==> config.mk <==
export PLATFORM = sky130hd
export DESIGN_NAME = pha_arbiter
export DESIGN_NICKNAME = d
export VERILOG_FILES = /design/src/core/pha_pkg.sv /design/src/core/pha_drain_if.sv /design/src/core/pha_arbiter.sv /design/src/core/pha_hold_seq.sv
export SDC_FILE = /design/constraint.sdc
export NUM_CORES = 1
export LEC_CHECK = 0
export BUFFER_PORTS_ARGS = -buffer_cell sky130_fd_sc_hd__buf_2
export CORE_MARGIN = 1
export CORE_UTILIZATION = 46
export DETAILED_ROUTE_END_ITERATION = 7
export PLACE_DENSITY = 0.69
export REMOVE_ABC_BUFFERS = 1
export SYNTH_ARGS = -nofsm -noshare
export SYNTH_HDL_FRONTEND = slang
export SYNTH_HIERARCHICAL = 1
export SYNTH_SLANG_ARGS = --single-unit
==> constraint.sdc <==
create_clock -name clk -period 14.5 [get_ports clk]
set_input_delay 2.9 -clock clk [delete_from_list [all_inputs] [get_ports clk]]
set_output_delay 2.9 -clock clk [all_outputs]
set_load 0.1 [all_outputs]
==> src/core/pha_pkg.sv <==
/*
 * Shared constants for the bus arbitration sideband block.
 * Assumes a single 25 MHz clock domain and active-low bus signals.
 */
package pha_pkg;
   localparam int NUM_MASTERS = 5;                   // Request/grant pairs
   localparam int CLK_PERIOD_NS = 40;                // Clock period
   localparam int LATENCY_TIMER_NS = 640;            // Grant hold limit under contention
   localparam int LATENCY_CYCLES = (LATENCY_TIMER_NS + CLK_PERIOD_NS - 1) / CLK_PERIOD_NS;
   localparam int CLKRUN_HOLD_NS = 160;              // Time to keep clock request after activity
   localparam int CLKRUN_CYCLES = (CLKRUN_HOLD_NS + CLK_PERIOD_NS - 1) / CLK_PERIOD_NS;
   localparam logic [4:0] GRANT_NONE = 5'h1f;        // All grants released
   localparam int PARITY_WIDTH = 36;                 // 32 data plus 4 command lines
endpackage

==> src/core/pha_drain_if.sv <==
/*
 * Interface carrying the hold drain sequence between arbiter and sequencer.
 * Assumes both ends sit in the same clock domain.
 */
`timescale 1ns/1ps
`default_nettype none
interface pha_drain_if;
   logic holdReq;      // Expansion bridge wants the bus
   logic released;     // Passive release seen
   logic holdReady;    // Buffers drained and host bus held
   modport arb (output holdReq, output released, input holdReady);
   modport seq (input holdReq, input released, output holdReady);
endinterface
`default_nettype wire

==> src/core/pha_arbiter.sv <==
/*
 * PCI arbitration sideband: grants, hold handshake, lock, parity, error, clock run.
 * Assumes all inputs synchronous to clk; rst_n is the bus reset.
 */
`timescale 1ns/1ps
`default_nettype none
// Summary of operation
// - Lock honoured only for processor cycles
// - PCI initiator locks are not supported
// - Non-exclusive traffic proceeds during lock
// - One active-low grant per master
// - Hold drains buffers, then takes host bus
// - Hold acknowledge after drain completes
// - Passive release keeps hold request asserted
// - Even parity over data and command
// - System error asserted on reported errors
// - Clock run open drain, also sampled
// - Clock run undriven after reset release
// - Bus reset acts asynchronously
// - Bus signals tri-state during reset
module pha_arbiter #(
   parameter int NMST = pha_pkg::NUM_MASTERS
) (
   input wire logic clk,
   input wire logic rst_n,
   input wire logic [NMST-1:0] reqN,
   output logic [NMST-1:0] gntN,
   output logic [NMST-1:0] gntOeN,
   input wire logic bridge_hold_req_n,
   output logic bridge_hold_ack_n,
   output logic holdAckOeN,
   input wire logic frameN,
   input wire logic irdyN,
   input wire logic cpuLockReq,
   input wire logic bus_lock_n_in,
   output logic bus_lock_n_out,
   output logic busLockOeN,
   input wire logic [31:0] adIn,
   input wire logic [3:0] cbeIn,
   input wire logic parIn,
   input wire logic parCheck,
   input wire logic parDrive,
   output logic parOut,
   output logic parOeN,
   output logic parErr,
   input wire logic sysErrEvt,
   output logic sysErrOut,
   output logic sysErrOeN,
   input wire logic clkNeeded,
   input wire logic clkRunIn,
   output logic clkRunOut,
   output logic clkRunOeN,
   output logic clkRunSeen,
   input wire logic memWrEmpty,
   input wire logic postEmpty,
   input wire logic hostBusAck,
   output logic memWrFlush,
   output logic postFlush,
   output logic hostBusReq,
   output logic lockedOwner
);
   // Drain handshake shared with the hold sequencer
   pha_drain_if drn ();

   // Arbiter states, one-hot
   typedef enum logic [3:0] {
      A_IDLE = 4'h1,
      A_MST = 4'h2,
      A_HOLD = 4'h4,
      A_PREL = 4'h8
   } pha_arb_e;

   pha_arb_e state_ff, nxt_state;
   logic [2:0] owner_ff, nxt_owner;      // Granted master index
   logic [2:0] rrPtr_ff, nxt_rrPtr;      // Round robin start point
   logic [7:0] latCnt_ff, nxt_latCnt;    // Grant hold timer
   logic [NMST-1:0] req;                 // Active-high requests
   logic [2:0] pick;                     // Next master chosen
   logic pickValid;                      // Some master requesting
   logic busIdle;                        // No frame or initiator ready
   logic lockOwn_ff, nxt_lockOwn;        // Processor holds exclusive lock
   logic parity;                         // Even parity of bus lines
   logic parErr_ff, nxt_parErr;          // Captured parity error
   logic sysErr_ff, nxt_sysErr;          // System error pulse
   logic [3:0] runCnt_ff, nxt_runCnt;    // Clock run hold counter
   logic runSync_ff, nxt_runSync;        // Sampled clock run level

   // Timer reloads sized to their counters
   localparam logic [7:0] LAT_MAX = 8'(pha_pkg::LATENCY_CYCLES);
   localparam logic [3:0] RUN_MAX = 4'(pha_pkg::CLKRUN_CYCLES);

   // Request and bus idle decode
   assign req = ~reqN;
   assign busIdle = frameN && irdyN;

   // Round robin pick from rrPtr
   always_comb begin
      pick = 3'h0;
      pickValid = 1'b0;
      for (int i = NMST - 1; i >= 0; i--) begin
         if (req[(int'(rrPtr_ff) + i) % NMST]) begin
            pick = 3'((int'(rrPtr_ff) + i) % NMST);
            pickValid = 1'b1;
         end
      end
   end

   // Hold handshake toward the sequencer
   assign drn.holdReq = !bridge_hold_req_n;
   assign drn.released = (state_ff == A_PREL);

   pha_hold_seq u_seq (
      .clk(clk),
      .rst_n(rst_n),
      .drn(drn),
      .memWrEmpty(memWrEmpty),
      .postEmpty(postEmpty),
      .hostBusAck(hostBusAck),
      .memWrFlush(memWrFlush),
      .postFlush(postFlush),
      .hostBusReq(hostBusReq)
   );

   // Arbiter next state; hold has priority over masters
   always_comb begin
      nxt_state = state_ff;
      nxt_owner = owner_ff;
      nxt_rrPtr = rrPtr_ff;
      nxt_latCnt = (latCnt_ff != 8'h00) ? latCnt_ff - 8'h01 : 8'h00;
      unique case (state_ff)
         A_IDLE: begin
            // Hold acknowledged only once sequencer is ready
            if (drn.holdReady && drn.holdReq && busIdle) begin
               nxt_state = A_HOLD;
            end else if (pickValid && !drn.holdReq) begin
               nxt_state = A_MST;
               nxt_owner = pick;
               nxt_latCnt = LAT_MAX;
               nxt_rrPtr = (pick == 3'(NMST - 1)) ? 3'h0 : pick + 3'h1;
            end
         end
         A_MST: begin
            // Release with bus idle when request drops, or when timer expires with any request (owner's own included) or hold pending
            if (!req[owner_ff] || ((latCnt_ff == 8'h00) && busIdle
                && (pickValid || drn.holdReq))) begin
               if (busIdle) nxt_state = A_IDLE;
            end
         end
         A_HOLD: begin
            if (!drn.holdReq) begin
               nxt_state = A_IDLE;
            end else if (pickValid && busIdle) begin
               // Passive release: lend bus while hold request remains
               nxt_state = A_PREL;
               nxt_owner = pick;
               nxt_latCnt = LAT_MAX;
            end
         end
         A_PREL: begin
            if (!drn.holdReq) begin
               nxt_state = A_IDLE;
            end else if (!req[owner_ff] && busIdle) begin
               nxt_state = A_HOLD;
            end
         end
         default: nxt_state = A_IDLE;
      endcase
   end

   // Arbiter registers; asynchronous bus reset
   always_ff @(posedge clk or negedge rst_n) begin
      if (!rst_n) begin
         state_ff <= A_IDLE;
         owner_ff <= 3'h0;
         rrPtr_ff <= 3'h0;
         latCnt_ff <= 8'h00;
      end else begin
         state_ff <= nxt_state;
         owner_ff <= nxt_owner;
         rrPtr_ff <= nxt_rrPtr;
         latCnt_ff <= nxt_latCnt;
      end
   end

   // One grant per master, only one at a time
   generate
      for (genvar g = 0; g < NMST; g++) begin : gGnt
         assign gntN[g] = !(((state_ff == A_MST) || (state_ff == A_PREL))
                            && (owner_ff == 3'(g)));
      end
   endgenerate
   assign bridge_hold_ack_n = !(state_ff == A_HOLD);

   // Lock tracks processor cycles only; PCI locks ignored
   always_comb begin
      nxt_lockOwn = lockOwn_ff;
      if (cpuLockReq) nxt_lockOwn = 1'b1;
      else if (frameN && irdyN && !cpuLockReq) nxt_lockOwn = 1'b0;
   end
   // Parity, error and clock run next values
   always_comb begin
      parity = ^{adIn, cbeIn};
      nxt_parErr = parCheck && (parity != parIn);
      nxt_sysErr = sysErrEvt || parErr_ff;
      nxt_runSync = clkRunIn;
      if (clkNeeded) nxt_runCnt = RUN_MAX;
      else if (runCnt_ff != 4'h0) nxt_runCnt = runCnt_ff - 4'h1;
      else nxt_runCnt = 4'h0;
   end

   // Sideband registers
   always_ff @(posedge clk or negedge rst_n) begin
      if (!rst_n) begin
         lockOwn_ff <= 1'b0;
         parErr_ff <= 1'b0;
         sysErr_ff <= 1'b0;
         runSync_ff <= 1'b1;
         runCnt_ff <= 4'h0;
      end else begin
         lockOwn_ff <= nxt_lockOwn;
         parErr_ff <= nxt_parErr;
         sysErr_ff <= nxt_sysErr;
         runSync_ff <= nxt_runSync;
         runCnt_ff <= nxt_runCnt;
      end
   end

   // Lock driven only for processor owner; others keep flowing
   assign bus_lock_n_out = 1'b0;
   assign busLockOeN = !(rst_n && lockOwn_ff);
   assign lockedOwner = lockOwn_ff && !bus_lock_n_in;
   assign parOut = parity;
   assign parOeN = !(rst_n && parDrive);
   assign parErr = parErr_ff;
   assign sysErrOut = 1'b0;
   assign sysErrOeN = !(rst_n && sysErr_ff);
   assign clkRunOut = 1'b0;
   assign clkRunOeN = !(rst_n && (runCnt_ff != 4'h0));
   assign clkRunSeen = !runSync_ff;
   // Grant pins float during reset
   assign gntOeN = {NMST{!rst_n}};
   assign holdAckOeN = !rst_n;

   // Never more than one owner of the bus
   AST_ONEGNT: assert property (@(posedge clk) disable iff (!rst_n)
      $countones({~gntN, !bridge_hold_ack_n}) <= 1)
      else $error("more than one grant");
   // Acknowledge only while the sequencer holds the host bus
   AST_ACKRDY: assert property (@(posedge clk) disable iff (!rst_n)
      !bridge_hold_ack_n |-> drn.holdReady)
      else $error("hold ack without drain");
   // Master 0's grant follows its own request
   AST_GNTREQ: assert property (@(posedge clk) disable iff (!rst_n)
      $fell(gntN[0]) |-> $past(!reqN[0]))
      else $error("grant without request");
   // Passive release only while the hold request stays low
   AST_PREL: assert property (@(posedge clk) disable iff (!rst_n)
      (state_ff == A_PREL) |-> $past(!bridge_hold_req_n))
      else $error("passive release without hold");
   // Bad parity is flagged, then reported as a system error
   AST_PAR: assert property (@(posedge clk) disable iff (!rst_n)
      parCheck && (parIn != ^{adIn, cbeIn}) |=> parErr ##1 !sysErrOeN)
      else $error("parity error not flagged");
   // A system error event drives the error line
   AST_SERR: assert property (@(posedge clk) disable iff (!rst_n)
      sysErrEvt |=> !sysErrOeN)
      else $error("system error not driven");
   // Clock request held for the whole hold time
   AST_CRUN: assert property (@(posedge clk) disable iff (!rst_n)
      clkNeeded |=> !clkRunOeN [*4])
      else $error("clock run not held");
   // Clock run left undriven as reset lifts
   AST_CRUNRST: assert property (@(posedge clk)
      $rose(rst_n) |-> clkRunOeN)
      else $error("clock run driven at reset release");
   // Lock drive starts only on a processor request
   AST_LOCK: assert property (@(posedge clk) disable iff (!rst_n)
      $fell(busLockOeN) |-> $past(cpuLockReq))
      else $error("lock driven without processor");
   // Reset floats every bus pin the block can drive
   AST_TRIST: assert property (@(posedge clk)
      !rst_n |-> (&gntOeN) && holdAckOeN && busLockOeN && parOeN && sysErrOeN && clkRunOeN)
      else $error("bus pin driven during reset");
   // A pending hold request keeps masters off the bus
   AST_HOLDFIRST: assert property (@(posedge clk) disable iff (!rst_n)
      (state_ff == A_IDLE) && !bridge_hold_req_n |=> (state_ff != A_MST))
      else $error("master granted over pending hold");
   // Acknowledge drops once the hold request is gone
   AST_ACKDROP: assert property (@(posedge clk) disable iff (!rst_n)
      (state_ff == A_HOLD) && bridge_hold_req_n |=> bridge_hold_ack_n)
      else $error("hold ack kept after request");
   // Masters still get the bus while the processor lock stands
   AST_LOCKTRAF: assert property (@(posedge clk) disable iff (!rst_n)
      lockOwn_ff && pickValid && bridge_hold_req_n && (state_ff == A_IDLE)
      |=> (state_ff == A_MST))
      else $error("traffic blocked by lock");
   // Lock falls once the processor lets go on an idle bus
   AST_LOCKDROP: assert property (@(posedge clk) disable iff (!rst_n)
      lockOwn_ff && !cpuLockReq && busIdle |=> busLockOeN)
      else $error("lock kept after processor release");
   // Clock run released once the hold time has run out
   AST_CRUNIDLE: assert property (@(posedge clk) disable iff (!rst_n)
      (runCnt_ff == 4'h0) && !clkNeeded |=> clkRunOeN)
      else $error("clock run driven without need");
endmodule
`default_nettype wire

==> src/core/pha_hold_seq.sv <==
/*
 * Hold sequencer: drains write buffers, posting buffers, then takes the host bus.
 * Assumes buffer status and host bus acknowledge are synchronous to clk.
 */
`timescale 1ns/1ps
`default_nettype none
module pha_hold_seq (
   input wire logic clk,
   input wire logic rst_n,
   pha_drain_if.seq drn,
   input wire logic memWrEmpty,
   input wire logic postEmpty,
   input wire logic hostBusAck,
   output logic memWrFlush,
   output logic postFlush,
   output logic hostBusReq
);
   // One-hot sequence states
   typedef enum logic [4:0] {
      S_IDLE = 5'h01,
      S_MEMW = 5'h02,
      S_POST = 5'h04,
      S_HOST = 5'h08,
      S_HELD = 5'h10
   } pha_seq_e;
   pha_seq_e state_ff, nxt_state;

   // Next state: drain memory writes, then posting buffers, then host bus
   always_comb begin
      nxt_state = state_ff;
      unique case (state_ff)
         S_IDLE: if (drn.holdReq) nxt_state = S_MEMW;
         S_MEMW: if (!drn.holdReq) nxt_state = S_IDLE;
                 else if (memWrEmpty) nxt_state = S_POST;
         S_POST: if (!drn.holdReq) nxt_state = S_IDLE;
                 else if (postEmpty) nxt_state = S_HOST;
         S_HOST: if (!drn.holdReq) nxt_state = S_IDLE;
                 else if (hostBusAck) nxt_state = S_HELD;
         // Passive release keeps host bus held while request stays
         S_HELD: if (!drn.holdReq) nxt_state = S_IDLE;
         default: nxt_state = S_IDLE;
      endcase
   end

   // State register
   always_ff @(posedge clk or negedge rst_n) begin
      if (!rst_n) begin
         state_ff <= S_IDLE;
      end else begin
         state_ff <= nxt_state;
      end
   end

   assign memWrFlush = (state_ff == S_MEMW);
   assign postFlush = (state_ff == S_POST);
   assign hostBusReq = (state_ff == S_HOST) || (state_ff == S_HELD);
   assign drn.holdReady = (state_ff == S_HELD);

   // Ready only right after the host bus acknowledge in the host stage
   AST_ORDER: assert property (@(posedge clk) disable iff (!rst_n)
      $rose(drn.holdReady) |-> $past(hostBusAck) && $past(state_ff == S_HOST))
      else $error("hold ready without host bus");
   // Passive release lends the bus without dropping the held host bus
   AST_KEEP: assert property (@(posedge clk) disable iff (!rst_n)
      drn.released |-> drn.holdReady)
      else $error("host bus let go during passive release");
endmodule
`default_nettype wire

==> results.sh, run 1 <==
export IMPL_antenna_found_initial=0
export IMPL_overflow=0
export IMPL_hold_buffers=0
export IMPL_yosys_mux_area_fraction_pct=6.32
export IMPL_fmax_ghz=0.135
export IMPL_crit_path_start_kind="input port"
export IMPL_period_minus_slack_ns=7.39
export IMPL_maxSlewHeadroom_pct=33.9
export IMPL_endpoint_kind="output pin"
export IMPL_fin_worst_skew_ns=0.00275
export IMPL_setup_viol=0
export IMPL_status="complete, no violations"
export IMPL_worst_setup_path_type="input port to output pin"
export IMPL_yosysSeqAreaShare_pct=20.4
export IMPL_ys_ff_latch=31
export IMPL_yosys_area_share_simple_pct=23.5
export IMPL_required_ns=11.60
export IMPL_tightest_slew_ns=0.985
export IMPL_viasPerCell=5.53
export IMPL_hpwl_um=6830
export IMPL_multiInputGateArea_um2=2750
export IMPL_grt_max_degree=36
export IMPL_drc=0
export IMPL_netlist_instances=454
export IMPL_drt_iter0_markers=182
export IMPL_cts_sinks=31
export IMPL_grt_pass1_vias=3246
export IMPL_fillers=737
export IMPL_clkTransAtPathRegs_ns=0.06
export IMPL_cts_tree="yes"
export IMPL_synth_cell_types=79
export IMPL_yosys_warnings=6
export IMPL_synth_top_flop_cell="dfrtp_1"
export IMPL_grt_util_all_layers_pct=21.0
export IMPL_synth_top_family_by_area="simple AND/OR/NAND/NOR gates"
export IMPL_synth_compound_area_share_pct=21.4
export IMPL_die_w_um=93.1
export IMPL_totalWireLength_um=8690
export IMPL_post_drt_wl_per_cell_um=14.0
export IMPL_die_h_um=93.1
export IMPL_synthXorXnorAreaFrac_pct=11.7
export IMPL_root_buffer="clkbuf_8"
export IMPL_synthTopCellsByArea="dfrtp_1 18%, xnor2_1 9.4%, ha_1 8.2%, nand2_1 3.5%, nor2_1 3.2%"
export IMPL_hold_violations=0
export IMPL_start_util_pct=48.4
export IMPL_setup_tns_final_ns=0
export IMPL_areaGrowthSynthToFinish_pct=12.3
export IMPL_yosys_area_top_type_share_pct=18.3
export IMPL_fin_crit_sh_pct=51.0
export IMPL_cts_setup_buffers=0
export IMPL_seq_area_um2=779
export IMPL_path_max_fanout=2
export IMPL_h_tree_depth=2
export IMPL_postSynthAreaPerCell_um2=8.41
export IMPL_synth_edf_count=0
export IMPL_synth_area_um2=3820
export IMPL_cts_resized=0
export IMPL_firstDrtPassIters=4
export IMPL_drv_cap=0
export IMPL_rows=32
export IMPL_hold_path_class="register to register"
export IMPL_finalNetCount=601
export IMPL_drtAntennaViolNets=0
export IMPL_cts_buffers=5
export IMPL_synth_top_area_cell="dfrtp_1"
export IMPL_async_reset_ff_share_pct=100
export IMPL_drive_gt1_share_pct=25.6
export IMPL_clock_latency_ns=0.28
export IMPL_synthAdderAreaFrac_pct=8.72
export IMPL_n_antenna_cell=0
export IMPL_clock_path_buffers=2
export IMPL_drv_slew=0
export IMPL_pin_count=83
export IMPL_grt_setup_unrepaired="no"
export IMPL_io_buffers=79
export IMPL_die_area_um2=8670
export IMPL_arrival_ns=4.49
export IMPL_place_congestion=0.857
export IMPL_core_area_um2=7890
export IMPL_grt_pass1_wl_um=14800
export IMPL_num_vias=3436
-- Yosys cell counts, types with 4 or more instances --
cell type  instances
inv_1             27
mux4_2             5
nor3b_1            4
buf_6              6
nand3b_1           5
buf_4             11
mux2i_1            8
o21a_1             5
nand3_1           13
a211o_1            5
o21ai_0           24
nor3_1            15
and3_1             4
o22ai_1            5
xor2_1             8
ha_1              25
or3_1              4
nand2_1           36
nand2b_1          14
nor2_1            33
nor4b_1            4
xnor2_1           41
a21oi_1           18
nor2b_1            9
dfrtp_1           28
a21oi_2            4
or2_2              5
buf_2              6
-- worst max-delay path: stages --
cell,delay [ns]
buf_2,0.10
xnor2_1,0.19
xnor2_1,0.16
xnor2_1,0.16
xnor2_1,0.16
xnor2_1,0.11
xnor2_1,0.23
buf_2,0.47
-- state kept, by name, summed over array words and instances (netlist names) --
register	flops
latCnt_ff	8
lockOwn_ff	1
owner_ff	3
parErr	1
rrPtr_ff	3
runCnt_ff	4
runSync_ff	1
state_ff	4
sysErr_ff	1
u_seq/state_ff	5
-- metrics by stage --
step / setup WS [ns] / cells / cell area, µm² / utilization, % / hold WS, ns
after floorplan: 5.31 / 430 / 3630 / - / 0.425
after global placement: 7.13 / 613 / 4170 / 52.9 / 0.442
after detailed placement: 7.10 / 613 / 4170 / 52.9 / 0.452
after CTS: 7.07 / 621 / 4290 / 54.4 / 0.459
after global routing: 6.94 / 621 / 4290 / 54.4 / 0.478
final: 7.11 / 621 / 4290 / 54.4 / 0.456
-- final timing paths --
check / startpoint / to / cells past startpoint / slack [ns]
setup / recovery: cbeIn[3] / parOut / 8 / 7.11
max in group asynchronous: rst_n / runSync_ff / 2 / 11.46
min in group asynchronous: rst_n / runCnt_ff[1] / 1 / 2.42
hold / removal: runCnt_ff[0] / runCnt_ff[0] / 1 / 0.46
setup reg to reg: rrPtr_ff[1] / rrPtr_ff[2] / 19 / 8.71
hold reg to reg: runCnt_ff[0] / runCnt_ff[0] / 1 / 0.46
-- placed cells by master (no fill, tap or decap), types with 4 or more instances in the layout --
cell type	instances
buf_2	79
xnor2_1	41
nand2_1	36
nor2_1	33
dfrtp_1	28
inv_1	27
ha_1	25
o21ai_0	24
a21oi_1	18
nor3_1	15
nand2b_1	14
nand3_1	13
nor2b_1	9
xor2_1	8
mux2i_1	8
clkbuf_8	6
or2_2	5
a211o_1	5
o22ai_1	5
o21a_1	5
mux4_2	5
nand3b_1	5
a21oi_2	4
nor3b_1	4
and3_1	4
or3_1	4
nor4b_1	4
-- final cells by class --
class / instances / area share (%)
Clock buffer: 6 / 1.93
Inverter: 29 / 2.54
Multi-Input combinational cell: 370 / 64.0
Sequential cell: 31 / 18.2
Clock inverter: 2 / 0.817
Tap cell: 102 / 2.98
Timing Repair Buffer: 81 / 9.57
-- layer usage --
| layer | vias up | part of all wire, % | global-route usage (%) |
|---|---|---|---|
| met5 | - | 0 | 0 |
| met4 | 0 | 1.5 | 4.62 |
| met3 | 14 | 4.6 | 2.60 |
| met2 | 112 | 51 | 38.9 |
| met1 | 1566 | 43 | 25.7 |
| li1 | 1744 | - | - |
-- cells by family (layout without fill, tap and decap cells) --
kind of cell | count (synthesis) | in the layout
buf+inv | 55 | 118
flops | 31 | 31
fa+ha+maj | 26 | 26
mux | 17 | 17
simple gates | 166 | 166
other cells | 1 | 3
xor+xnor | 50 | 50
compound gates | 108 | 108
Power of run 1 is left out: the tool's default activity adds up to more than one toggle a clock period on the data nets, which glitch-free logic cannot reach.
==> run 2, diff against run 1 <==
- clock period: 14.5 -> 7.53 ns (I/O delays scaled with it)
==> run 2 against run 1 <==
Wire length up 3.2%. Cell area up 0.18%. Setup slack worse by 5.2 ns. Highest routed layer unchanged.
==> results.sh, run 2 (synthesized netlist as in run 1, its figures left out) <==
export IMPL_post_drt_wl_per_cell_um=14.4
export IMPL_start_util_pct=48.4
export IMPL_grt_pass1_vias=3391
export IMPL_n_antenna_cell=0
export IMPL_h_tree_depth=2
export IMPL_areaGrowthSynthToFinish_pct=12.5
export IMPL_drv_slew=0
export IMPL_tightest_slew_ns=1.00
export IMPL_hold_buffers=0
export IMPL_grt_pass1_wl_um=15200
export IMPL_finalNetCount=602
export IMPL_top_register="latCnt_ff"
export IMPL_root_buffer="clkbuf_8"
export IMPL_most_common_layout_cells="79 x buf_2, 41 x xnor2_1, 36 x nand2_1"
export IMPL_io_buffers=79
export IMPL_largest_register_ff_count=8
export IMPL_num_vias=3584
export IMPL_placed_cells=614
export IMPL_seq_area_um2=779
export IMPL_crit_family="simple AND/OR/NAND/NOR gates"
export IMPL_setup_tns_final_ns=0
export IMPL_fin_worst_skew_ns=0.00740
export IMPL_die_w_um=93.1
export IMPL_overflow=0
export IMPL_rows=32
export IMPL_postPlaceCellArea_um2=4180
export IMPL_cts_sinks=31
export IMPL_pin_count=83
export IMPL_largest_registers="latCnt_ff (8), u_seq/state_ff (5)"
export IMPL_crit_path_top_delay_cell="xnor2_1"
export IMPL_grt_setup_unrepaired="no"
export IMPL_clock_latency_ns=0.28
export IMPL_fillers=733
export IMPL_die_h_um=93.1
export IMPL_max_stage_delay_ns=0.84
export IMPL_layout_commonest_cell="buf_2"
export IMPL_place_congestion=0.899
export IMPL_status="complete, no violations"
export IMPL_hold_path_class="register to register"
export IMPL_crit_top_cell="ha_1"
export IMPL_arrival_ns=5.86
export IMPL_worst_slack_ns=1.88
export IMPL_antenna_found_initial=0
export IMPL_fin_crit_sh_pct=75.1
export IMPL_maxSlewHeadroom_pct=32.6
export IMPL_crit_path_start_kind="register"
export IMPL_fin_cells=622
export IMPL_hold_violations=0
export IMPL_cts_setup_buffers=0
export IMPL_endpoint_kind="register"
export IMPL_cts_tree="yes"
export IMPL_drc=0
export IMPL_viasPerCell=5.76
export IMPL_totalWireLength_um=8960
export IMPL_path_max_fanout=13
export IMPL_worst_path_buf_inv=1
export IMPL_clkTransAtPathRegs_ns=0.07
export IMPL_drtAntennaViolNets=0
export IMPL_firstDrtPassIters=5
export IMPL_clock_path_buffers=2
export IMPL_final_area_um2=4300
export IMPL_hpwl_um=6980
export IMPL_place_ws_ns=2.02
export IMPL_grt_max_degree=37
export IMPL_worst_setup_path_type="register to register"
export IMPL_cts_buffers=5
export IMPL_multiInputGateArea_um2=2750
export IMPL_period_minus_slack_ns=5.65
export IMPL_cp_cell_sequence="inv_1, ha_1, xnor2_1, nor2_1, nor3_1, a21oi_1, ha_1, nor2b_1, nor2_1, o32ai_2, or2_2, a2111oi_2, nand4b_1, nor3_1, a211o_1, ha_1, or4_1, a31oi_1"
export IMPL_grt_util_all_layers_pct=21.4
export IMPL_core_area_um2=7890
export IMPL_fmax_ghz=0.177
export IMPL_setup_viol=0
export IMPL_die_area_um2=8670
export IMPL_drt_iter0_markers=209
export IMPL_required_ns=7.74
export IMPL_drv_cap=0
export IMPL_cts_resized=0
export IMPL_drive_gt1_share_pct=25.8
## run 2: routing by layer
metal / GRT usage [%] / wire length [µm] / vias to the layer above
met5: 0 / 0 / -
met4: 6.03 / 180 / 0
met3: 2.76 / 524 / 19
met2: 38.8 / 4390 / 166
met1: 26.3 / 3870 / 1657
li1: - / - / 1742
## run 2: final timing paths
kind                         startpoint            to  slack, ns  cells after the start
min reg2reg                latCnt_ff[0]  latCnt_ff[0]       0.46                      1
max in group asynchronous         rst_n   state_ff[0]       5.71                      2
min                        latCnt_ff[0]  latCnt_ff[0]       0.46                      1
min in group asynchronous         rst_n  latCnt_ff[3]       1.17                      1
max reg2reg                 rrPtr_ff[1]   rrPtr_ff[2]       1.88                     18
max                         rrPtr_ff[1]   rrPtr_ff[2]       1.88                     18
## run 2: through the flow
step	hold WS, ns	utilization [%]
2_1_floorplan	0.425	-
3_3_place_gp	0.446	53.0
3_5_place_dp	0.454	53.0
4_1_cts	0.465	54.5
5_1_grt	0.492	54.5
6_report	0.463	54.5
## run 2: cell type report
type,count,area share (%)
multi-input cells,370,63.9
flip-flops and latches,31,18.1
repair buffers,82,9.73
well taps,102,2.97
inverters,29,2.53
clock buffers,6,1.92
clock inverters,2,0.815
Power of run 2 is left out for the same reason.
